**src/inc/asrc_map.vh**
```
// Constants and timing for the asynchronous static memory host port.
// Contract
// - Write: select and write strobe both low
// - Read: select, output enable low, strobe high
// - Write ends when select or strobe rises
// - Data timing referenced to terminating edge
// - Strobe write with enable low: float+setup
// - Host never drives while device drives
// - Address valid before select falls
// - Read cycle 10 ns, access 10 ns
// - Address held 7 ns before write end
// - Data set up 5 ns before end
`ifndef ASRC_MAP_VH
`define ASRC_MAP_VH
`define ASRC_CLK_PERIOD_NS 10
`define ASRC_READ_CYCLE_MIN_NS 10
`define ASRC_ADDRESS_ACCESS_MAX_NS 10
`define ASRC_OUTPUT_ENABLE_ACCESS_MAX_NS 5
`define ASRC_DESELECT_TO_STANDBY_MAX_NS 10
`define ASRC_ADDRESS_SETUP_TO_WRITE_END_NS 7
`define ASRC_DATA_SETUP_TO_WRITE_END_NS 5
`define ASRC_WRITE_STROBE_TO_FLOAT_DELAY_NS 5
`define ASRC_CYC_UP(ns) (((ns) + `ASRC_CLK_PERIOD_NS - 1) / `ASRC_CLK_PERIOD_NS)
`define ASRC_ADDR_W 17
`define ASRC_DATA_W 8
`define ASRC_CNT_W 4
`define ASRC_CNT_ZERO 4'h0
`define ASRC_CNT_ONE 4'h1
`endif

```
**src/verilog/asrc_pin_sync.v**
```verilog
// Two-stage synchroniser for the data lines coming back from the memory.
`timescale 1ns/100ps
module asrc_pin_sync #(
  parameter WIDTH = 8
) (
  // Clock and reset
  input wire clk,
  input wire sys_rst,
  // Asynchronous in, synchronised out
  input wire [WIDTH-1:0] pinIn,
  output reg [WIDTH-1:0] pinSync_q
);
  reg [WIDTH-1:0] pinMeta_q;
  // The first stage is read only by the second stage.
  always @(posedge clk or posedge sys_rst) begin
    if (sys_rst) begin
      pinMeta_q <= {WIDTH{1'b0}};
      pinSync_q <= {WIDTH{1'b0}};
    end else begin
      pinMeta_q <= pinIn;
      pinSync_q <= pinMeta_q;
    end
  end
endmodule // asrc_pin_sync

```
**src/verilog/asrc_host.v**
```verilog
// Host controller driving an asynchronous 128K by 8 static memory.
`timescale 1ns/100ps
`include "asrc_map.vh"
module asrc_host #(
  parameter ADDR_W = `ASRC_ADDR_W,
  parameter DATA_W = `ASRC_DATA_W
) (
  // Clock and reset
  input wire clk,
  input wire sys_rst,
  // User request port
  input wire reqValid,
  output wire reqReady,
  input wire reqWrite,
  input wire [ADDR_W-1:0] reqAddr,
  input wire [DATA_W-1:0] reqWdata,
  // User answer port
  output reg rspValid_q,
  output reg [DATA_W-1:0] rspRdata_q,
  // Memory pins
  output reg [ADDR_W-1:0] wordAddress_q,
  output reg chipSelectN_q,
  output reg outputEnableN_q,
  output reg writeStrobeN_q,
  input wire [DATA_W-1:0] dataLinesIn,
  output reg [DATA_W-1:0] dataLinesOut_q,
  output reg dataLinesOe_q
);
  // Cycle counts derived from the fastest grade, rounded up.
  localparam [`ASRC_CNT_W-1:0] RD_CYC =
    `ASRC_CYC_UP(`ASRC_ADDRESS_ACCESS_MAX_NS) + 2;
  localparam [`ASRC_CNT_W-1:0] OE_CYC =
    `ASRC_CYC_UP(`ASRC_OUTPUT_ENABLE_ACCESS_MAX_NS);
  localparam [`ASRC_CNT_W-1:0] WR_ADDR_CYC =
    `ASRC_CYC_UP(`ASRC_ADDRESS_SETUP_TO_WRITE_END_NS);
  localparam [`ASRC_CNT_W-1:0] WR_DATA_CYC =
    `ASRC_CYC_UP(`ASRC_DATA_SETUP_TO_WRITE_END_NS);
  localparam [`ASRC_CNT_W-1:0] WR_CYC =
    (WR_ADDR_CYC > WR_DATA_CYC) ? WR_ADDR_CYC : WR_DATA_CYC;
  localparam [`ASRC_CNT_W-1:0] IDLE_CYC =
    `ASRC_CYC_UP(`ASRC_DESELECT_TO_STANDBY_MAX_NS);
  localparam [`ASRC_CNT_W-1:0] CYC_MIN =
    `ASRC_CYC_UP(`ASRC_READ_CYCLE_MIN_NS);
  localparam [`ASRC_CNT_W-1:0] FLOAT_CYC =
    `ASRC_CYC_UP(`ASRC_WRITE_STROBE_TO_FLOAT_DELAY_NS);
  // One-hot states.
  localparam [4:0] ST_IDLE = 5'h01;
  localparam [4:0] ST_RSET = 5'h02;
  localparam [4:0] ST_READ = 5'h04;
  localparam [4:0] ST_WRITE = 5'h08;
  localparam [4:0] ST_GAP = 5'h10;

  reg [4:0] state_q;
  reg [4:0] state_d;
  reg [`ASRC_CNT_W-1:0] cnt_q;
  reg [`ASRC_CNT_W-1:0] cnt_d;
  wire [DATA_W-1:0] dataSync;
  wire cntDone;

  asrc_pin_sync #(
    .WIDTH(DATA_W)
  ) uSync (
    .clk(clk),
    .sys_rst(sys_rst),
    .pinIn(dataLinesIn),
    .pinSync_q(dataSync)
  );

  assign cntDone = (cnt_q == `ASRC_CNT_ZERO);
  assign reqReady = state_q[0];

  always @* begin
    state_d = state_q;
    cnt_d = cntDone ? cnt_q : cnt_q - `ASRC_CNT_ONE;
    case (state_q)
      ST_IDLE: begin
        if (reqValid) begin
          // Address is set one cycle before select falls.
          state_d = ST_RSET;
          cnt_d = `ASRC_CNT_ZERO;
        end
      end
      ST_RSET: begin
        if (writeStrobeN_q) begin
          state_d = ST_READ;
          // Extra cycles cover the two-stage capture of the data lines.
          cnt_d = (RD_CYC > OE_CYC) ? RD_CYC : OE_CYC;
        end else begin
          state_d = ST_WRITE;
          cnt_d = WR_CYC + FLOAT_CYC - `ASRC_CNT_ONE;
        end
      end
      ST_READ: begin
        if (cntDone) begin
          state_d = ST_GAP;
          cnt_d = CYC_MIN;
        end
      end
      ST_WRITE: begin
        if (cntDone) begin
          state_d = ST_GAP;
          cnt_d = IDLE_CYC;
        end
      end
      ST_GAP: begin
        if (cntDone) begin
          state_d = ST_IDLE;
        end
      end
      default: begin
        state_d = ST_IDLE;
        cnt_d = `ASRC_CNT_ZERO;
      end
    endcase
  end

  // All strobes leave flip-flops so the pins never glitch.
  always @(posedge clk or posedge sys_rst) begin
    if (sys_rst) begin
      state_q <= ST_IDLE;
      cnt_q <= `ASRC_CNT_ZERO;
      wordAddress_q <= {ADDR_W{1'b0}};
      chipSelectN_q <= 1'b1;
      outputEnableN_q <= 1'b1;
      writeStrobeN_q <= 1'b1;
      dataLinesOut_q <= {DATA_W{1'b0}};
      dataLinesOe_q <= 1'b0;
      rspValid_q <= 1'b0;
      rspRdata_q <= {DATA_W{1'b0}};
    end else begin
      state_q <= state_d;
      cnt_q <= cnt_d;
      rspValid_q <= 1'b0;
      case (state_q)
        ST_IDLE: begin
          // Standby between accesses keeps power down.
          chipSelectN_q <= 1'b1;
          if (reqValid) begin
            wordAddress_q <= reqAddr;
            dataLinesOut_q <= reqWdata;
            writeStrobeN_q <= ~reqWrite;
          end
        end
        ST_RSET: begin
          chipSelectN_q <= 1'b0;
          if (writeStrobeN_q) begin
            outputEnableN_q <= 1'b0;
          end else begin
            // Write strobe was low already; select falling starts it.
            dataLinesOe_q <= 1'b1;
          end
        end
        ST_READ: begin
          if (cntDone) begin
            rspRdata_q <= dataSync;
            rspValid_q <= 1'b1;
            outputEnableN_q <= 1'b1;
            chipSelectN_q <= 1'b1;
          end
        end
        ST_WRITE: begin
          if (cntDone) begin
            // Both rise together; data is held through that edge.
            chipSelectN_q <= 1'b1;
            writeStrobeN_q <= 1'b1;
          end
        end
        ST_GAP: begin
          // Drive is released only after the strobes are high.
          dataLinesOe_q <= 1'b0;
        end
        default: begin
          chipSelectN_q <= 1'b1;
          outputEnableN_q <= 1'b1;
          writeStrobeN_q <= 1'b1;
          dataLinesOe_q <= 1'b0;
        end
      endcase
    end
  end
endmodule // asrc_host

```
**config.mk**
```make
export PLATFORM = sky130hd
export DESIGN_NAME = asrc_host
export DESIGN_NICKNAME = d
export VERILOG_FILES = /design/src/verilog/asrc_pin_sync.v /design/src/verilog/asrc_host.v
export VERILOG_INCLUDE_DIRS = /design/src /design/src/inc
export SDC_FILE = /design/constraint.sdc
export NUM_CORES = 1
export LEC_CHECK = 0
export ABC_AREA = 0
export BUFFER_PORTS_ARGS = -buffer_cell sky130_fd_sc_hd__buf_2
export CAP_MARGIN = 0
export CORE_UTILIZATION = 30
export CTS_CLUSTER_DIAMETER = 60
export DETAILED_ROUTE_END_ITERATION = 16
export PLACE_DENSITY_LB_ADDON = 0.12
export RECOVER_POWER = 50
export SLEW_MARGIN = 15
export SYNTH_ARGS = -nofsm -noshare
export SYNTH_HDL_FRONTEND = slang
export SYNTH_SLANG_ARGS = --single-unit
```
**constraint.sdc**
```tcl
create_clock -name clk -period 1.96 [get_ports clk]
set_input_delay 0.196 -clock clk [delete_from_list [all_inputs] [get_ports clk]]
set_output_delay 0.196 -clock clk [all_outputs]
set_load 0.02 [all_outputs]
```
# --- Word-level counts from Yosys, hierarchy flattened ---
# Index checks and enable logic that the tools add are counted.
op_classes:
  addsub: 1
  eq_ne: 12
  mux: 20
  bitwise: 5
  reduce_logical: 12
op_table:
  columns: ["op", "count"]
  rows:
  - ["$pmux W5 S4", 1]
  - ["$mux W4", 4]
  - ["$pmux W4 S4", 1]
  - ["$mux W5", 3]
  - ["$ne A2 B2 Y1 const B", 6]
  - ["$pmux W1 S3", 3]
  - ["$reduce_and A3 Y1", 3]
  - ["$reduce_or A3 Y1", 3]
  - ["$reduce_and A2 Y1", 4]
  - ["$mux W1", 6]
  - ["$eq A5 B1 Y1 const B", 1]
  - ["$eq A5 B2 Y1 const B", 1]
  - ["$eq A5 B3 Y1 const B", 1]
  - ["$eq A5 B4 Y1 const B", 1]
  - ["$eq A5 B5 Y1 const B", 1]
  - ["$not A1 Y1", 5]
  - ["$logic_not A4 Y1", 1]
  - ["$sub A4 B1 Y4 const B", 1]
  - ["$mux W2", 1]
  - ["$ne A2 B1 Y1 const B", 1]
  - ["$pmux W1 S2", 1]
  - ["$reduce_or A2 Y1", 1]
totals:
  register_bits: 63
  out_inout_bits: 39
  wordCells: 62

# --- Logic depth before layout (Yosys ltp) ---
depth:
  ltp_word: 4
  mapped_depth: 7
  depth_no_buf: 7

# --- Cells and area by module ---
# Synthesis repeated with hierarchy kept, for this count alone.
hier_totals:
  hier_cells: 180
  area_unflattened_um2: 2536.2
by_module_without_submodules:
  columns: ["module", "n_inst", "cells_per_inst", "area_each_um2", "seq_area_each_um2"]
  rows:
  - ["asrc_host", 1, 163, 2132.0, 1181.1]
  - ["asrc_pin_sync", 1, 17, 404.1, 400.4]

# --- Least setup slack after synthesis ---
# Ideal clock, no wire load.
synth_path:
  path_kind: "register to register"
  from: "register cnt_q[0]"
  to: "register cnt_q[0]"
  setup_time_ps: 126
  t_arrival_ps: 1608
  required_ps: 1834
  path_slack_ps: 226
  path_stages_with_launch: 7
  path_cell_list: "dfrtp_1 -> inv_1 -> ha_1 -> nor3b_4 -> inv_2 -> ha_1 -> a221o_1"
synth_via:
  elab_chain_len: 4
synth_lines:
  columns: ["item", "line", "text"]
  rows:
  - ["start: declaration", "asrc_host.v:55", "reg [`ASRC_CNT_W-1:0] cnt_q;"]
  - ["start signal: assignment", "asrc_host.v:121", "cnt_q <= `ASRC_CNT_ZERO;"]
  - ["start signal: assignment", "asrc_host.v:132", "cnt_q <= cnt_d;"]
  - ["$sub A4 B1 Y4 (no source line) or $logic_not A4 Y1 (tied branches)", null, null]
  - ["$mux W4 (no source line)", null, null]
  - ["$mux W4 (on tied branches)", "asrc_host.v:94, asrc_host.v:100, asrc_host.v:77", null]
  - ["$pmux W4 S4 *", "asrc_host.v:75", "case (state_q)"]
  - ["via cnt_d[0]", "asrc_host.v:56", "reg [`ASRC_CNT_W-1:0] cnt_d;"]
# The timed path passes the listed nets; every way through them passes the cells marked *.
# A chain may end at the register's enable or synchronous reset.

# --- Worst setup path in the final report ---
layout_path:
  from: "register cnt_q[1]"
  to: "register cnt_q[0]"
layout_via:
  elab_chain_len: 4
layout_lines:
  columns: ["item", "line"]
  rows:
  - ["$logic_not A4 Y1 (no source line) *", null]
  - ["$mux W4 (no source line)", null]
  - ["$mux W4 (on tied branches)", "asrc_host.v:94, asrc_host.v:100, asrc_host.v:77"]
  - ["$pmux W4 S4 *", "asrc_host.v:75"]
  - ["via cnt_d[0]", "asrc_host.v:56"]
# Marks and branches as above.

==> results.json <==
{
  "status": "completed",
  "finalCritPeriodShare_pct": 90.9,
  "grt_max_degree": 43,
  "clock_skew_ns": 0.00835,
  "yosys.area.top_type": "dfrtp_1",
  "irDropWorstVdd_mv": 0.687,
  "synth_ff_type": "dfrtp_1",
  "synthTopCellsByCount": "dfrtp_1 (59), mux2_4 (18), mux2_2 (15)",
  "yosysUniqueCellTypes": 45,
  "wirelength_mm": 5.19,
  "viasPerCell": 4.47,
  "synth_seq_area_share_pct": 61.0,
  "min_from": "reqWdata[1]",
  "cts-root-buf": "clkbuf_8",
  "die_height_um": 94.9,
  "antenna_found_initial": 0,
  "place.gp.congestion": 0.764,
  "fin_util_pct": 41.5,
  "postRouteAntennaNets": 0,
  "rows": 33,
  "final_area_mm2": 0.00344,
  "cp-start-kind": "flip-flop",
  "min_path_type": "input pin to flip-flop",
  "syn_nets": 223,
  "crit_path_start": "cnt_q[1]",
  "worstPathMaxFanout": 6,
  "hold_viol_final": 0,
  "synth.most_common_cell": "dfrtp_1",
  "synthTopCellsByArea": "dfrtp_1 (57%), mux2_4 (10%), mux2_2 (6.5%)",
  "setup_ws_ns": 0.178,
  "critPathMostFrequentCell": "ha_1",
  "core_mm2": 0.00830,
  "cp-end-kind": "flip-flop",
  "syn_avg_cell_area_um2": 14.1,
  "die-area_mm2": 0.00901,
  "clockBufferDepth": 2,
  "dpl_cell_area_mm2": 0.00313,
  "nFillCells": 797,
  "setup_viol_count_final": 0,
  "power_density_mw_per_mm2": 1750,
  "syn_area_mm2": 0.00259,
  "async_flop_share_pct": 100,
  "drcViolationCount": 0,
  "numCtsBuffers": 9,
  "post_cts_resized": 0,
  "crit_path_top_delay_cell": "dfrtp_1",
  "fin_crit_ns": 1.78,
  "start_util_pct": 31.2,
  "setup_tns_ns": 0,
  "critPathBufInv": 2,
  "crit_required_ns": 2.18,
  "final_nets": 319,
  "rsz0062_at_grt": "no",
  "gr-total-overflow": 0,
  "slew_violations": 0,
  "critPathTopFamily": "adder cells",
  "drv_cap": 0,
  "grt_util_all_layers_pct": 12.8,
  "syn_inst": 184,
  "r2r_start": "cnt_q[1]",
  "drive_gt1_share_pct": 47.0,
  "netlist.area_leader.share_pct": 57.0,
  "critical_path_class": "flip-flop to flip-flop",
  "worst_slew_pin_slew_ns": 0.892,
  "num_vias": 1743,
  "clk_pin_slew_ns": 0.07,
  "h-tree-depth": 3,
  "worstSkewPairLatency_ns": 0.34,
  "fmax_mhz": 561,
  "maxSlewHeadroom_pct": 40.4,
  "slowest_delay_ns": 0.39,
  "grt_pass1_wl_mm": 8.46,
  "pin_count": 76,
  "synth_seq_cells": 63,
  "p_leak_uw": 0.00162,
  "dp_slack_ns": 0.185,
  "cts_tree": "yes",
  "area_growth_pct": 32.8,
  "dieWidth_um": 94.9,
  "cp_data_arrival_time_ns": 2.00,
  "crit_chain": "inv_1 > ha_1 > nor3b_4 > inv_2 > ha_1 > a221o_1",
  "yosysWarningCount": 0,
  "hpwl_mm": 3.51,
  "first_pass_iters": 4,
  "n_antenna_cell": 0,
  "clock-sinks": 63,
  "detail_route.iter0.violations": 43,
  "numPortBuffers": 75,
  "wire_per_inst_um": 13.3,
  "grt_pass1_vias": 1697,
  "synth_edf_count": 0
}
cells by family after synthesis:
group	count (synthesis)	share of synthesized area [%]
AO/OA/AOI/OAI	25	7.19
multiplexers	33	16.9
buffers and inverters	16	3.33
XOR/XNOR	4	1.35
flip-flops	63	61.0
adder cells (fa/ha/maj)	2	0.966
AND/OR/NAND/NOR	41	9.18
layout by cell type, fill, tap and decap left out, types with 4 or more instances in the layout:
master,synthesis,final
a21oi_1,6,6
mux2_2,15,15
nor3_1,5,5
dlygate4sd3_1,0,10
clkbuf_8,0,9
dfstp_2,4,4
inv_1,6,6
mux2_4,18,18
clkbuf_1,1,14
nor2_1,13,13
buf_4,2,7
nand2_1,7,7
dfrtp_1,59,59
buf_2,3,61
worst reg2reg max path, delay by kind of cell (launching register included):
kind,cells,cell delay [ns]
compound gates,1,0.32
buf+inv,2,0.19
fa+ha+maj,2,0.46
simple gates,1,0.30
flops,1,0.39
metal layers:
metal | global-route usage (%) | vias to the layer above | routed length [um]
met1 | 17.4 | 838 | 2510
met5 | 0 | - | 0
li1 | - | 846 | -
met3 | 3.86 | 9 | 258
met4 | 7.95 | 0 | 80
met2 | 17.7 | 50 | 2340
final timing paths:
kind / endpoint / slack (ns) / cells after the start
max in group asynchronous: chipSelectN_q / 0.58 / 4
max reg2reg: cnt_q[0] / 0.18 / 6
max: cnt_q[0] / 0.18 / 6
min reg2reg: uSync.pinSync_q[6] / 0.35 / 0
min: dataLinesOut_q[1] / 0.08 / 2
min in group asynchronous: wordAddress_q[4] / 0.59 / 3
per-stage QoR:
stage               instances  total power [uW]  hold slack (ns)
floorplan                 184              4030            0.227
global placement          364              4820            0.260
detailed placement        364              4830            0.250
CTS                       390              6160           0.0581
global route              390              6460           0.0562
finish                    390              6040           0.0810
layout make-up:
class                   instances  area (um^2)  area share (%)
clock buffers                   9          124            3.60
multi-input cells             105          923            26.8
clock inverters                 7          104            3.02
flip-flops and latches         63         1580            46.0
well taps                     105          131            3.82
repair buffers                 94          551            16.0
inverters                       7         26.3           0.764
registers in the layout, summed over array words and instances (netlist names), 4 cells and up:
register         flops
state_q              5
wordAddress_q       17
rspRdata_q           8
uSync.pinSync_q      8
cnt_q                4
uSync.pinMeta_q      8
dataLinesOut_q       8
where the power goes:
group | total, uW | switching [uW] | leakage [uW] | internal, uW
clock network | 1280 | 546 | 0.000114 | 731
logic | 2680 | 1430 | 0.000744 | 1250
registers | 2080 | 294 | 0.000761 | 1790
what timing repair did:
action,4_1_cts,5_1_grt
hold buffers,10,0
buffers inserted,0,0
endpoints found under the hold margin,30,0
Power figures use the tool's default switching activity.
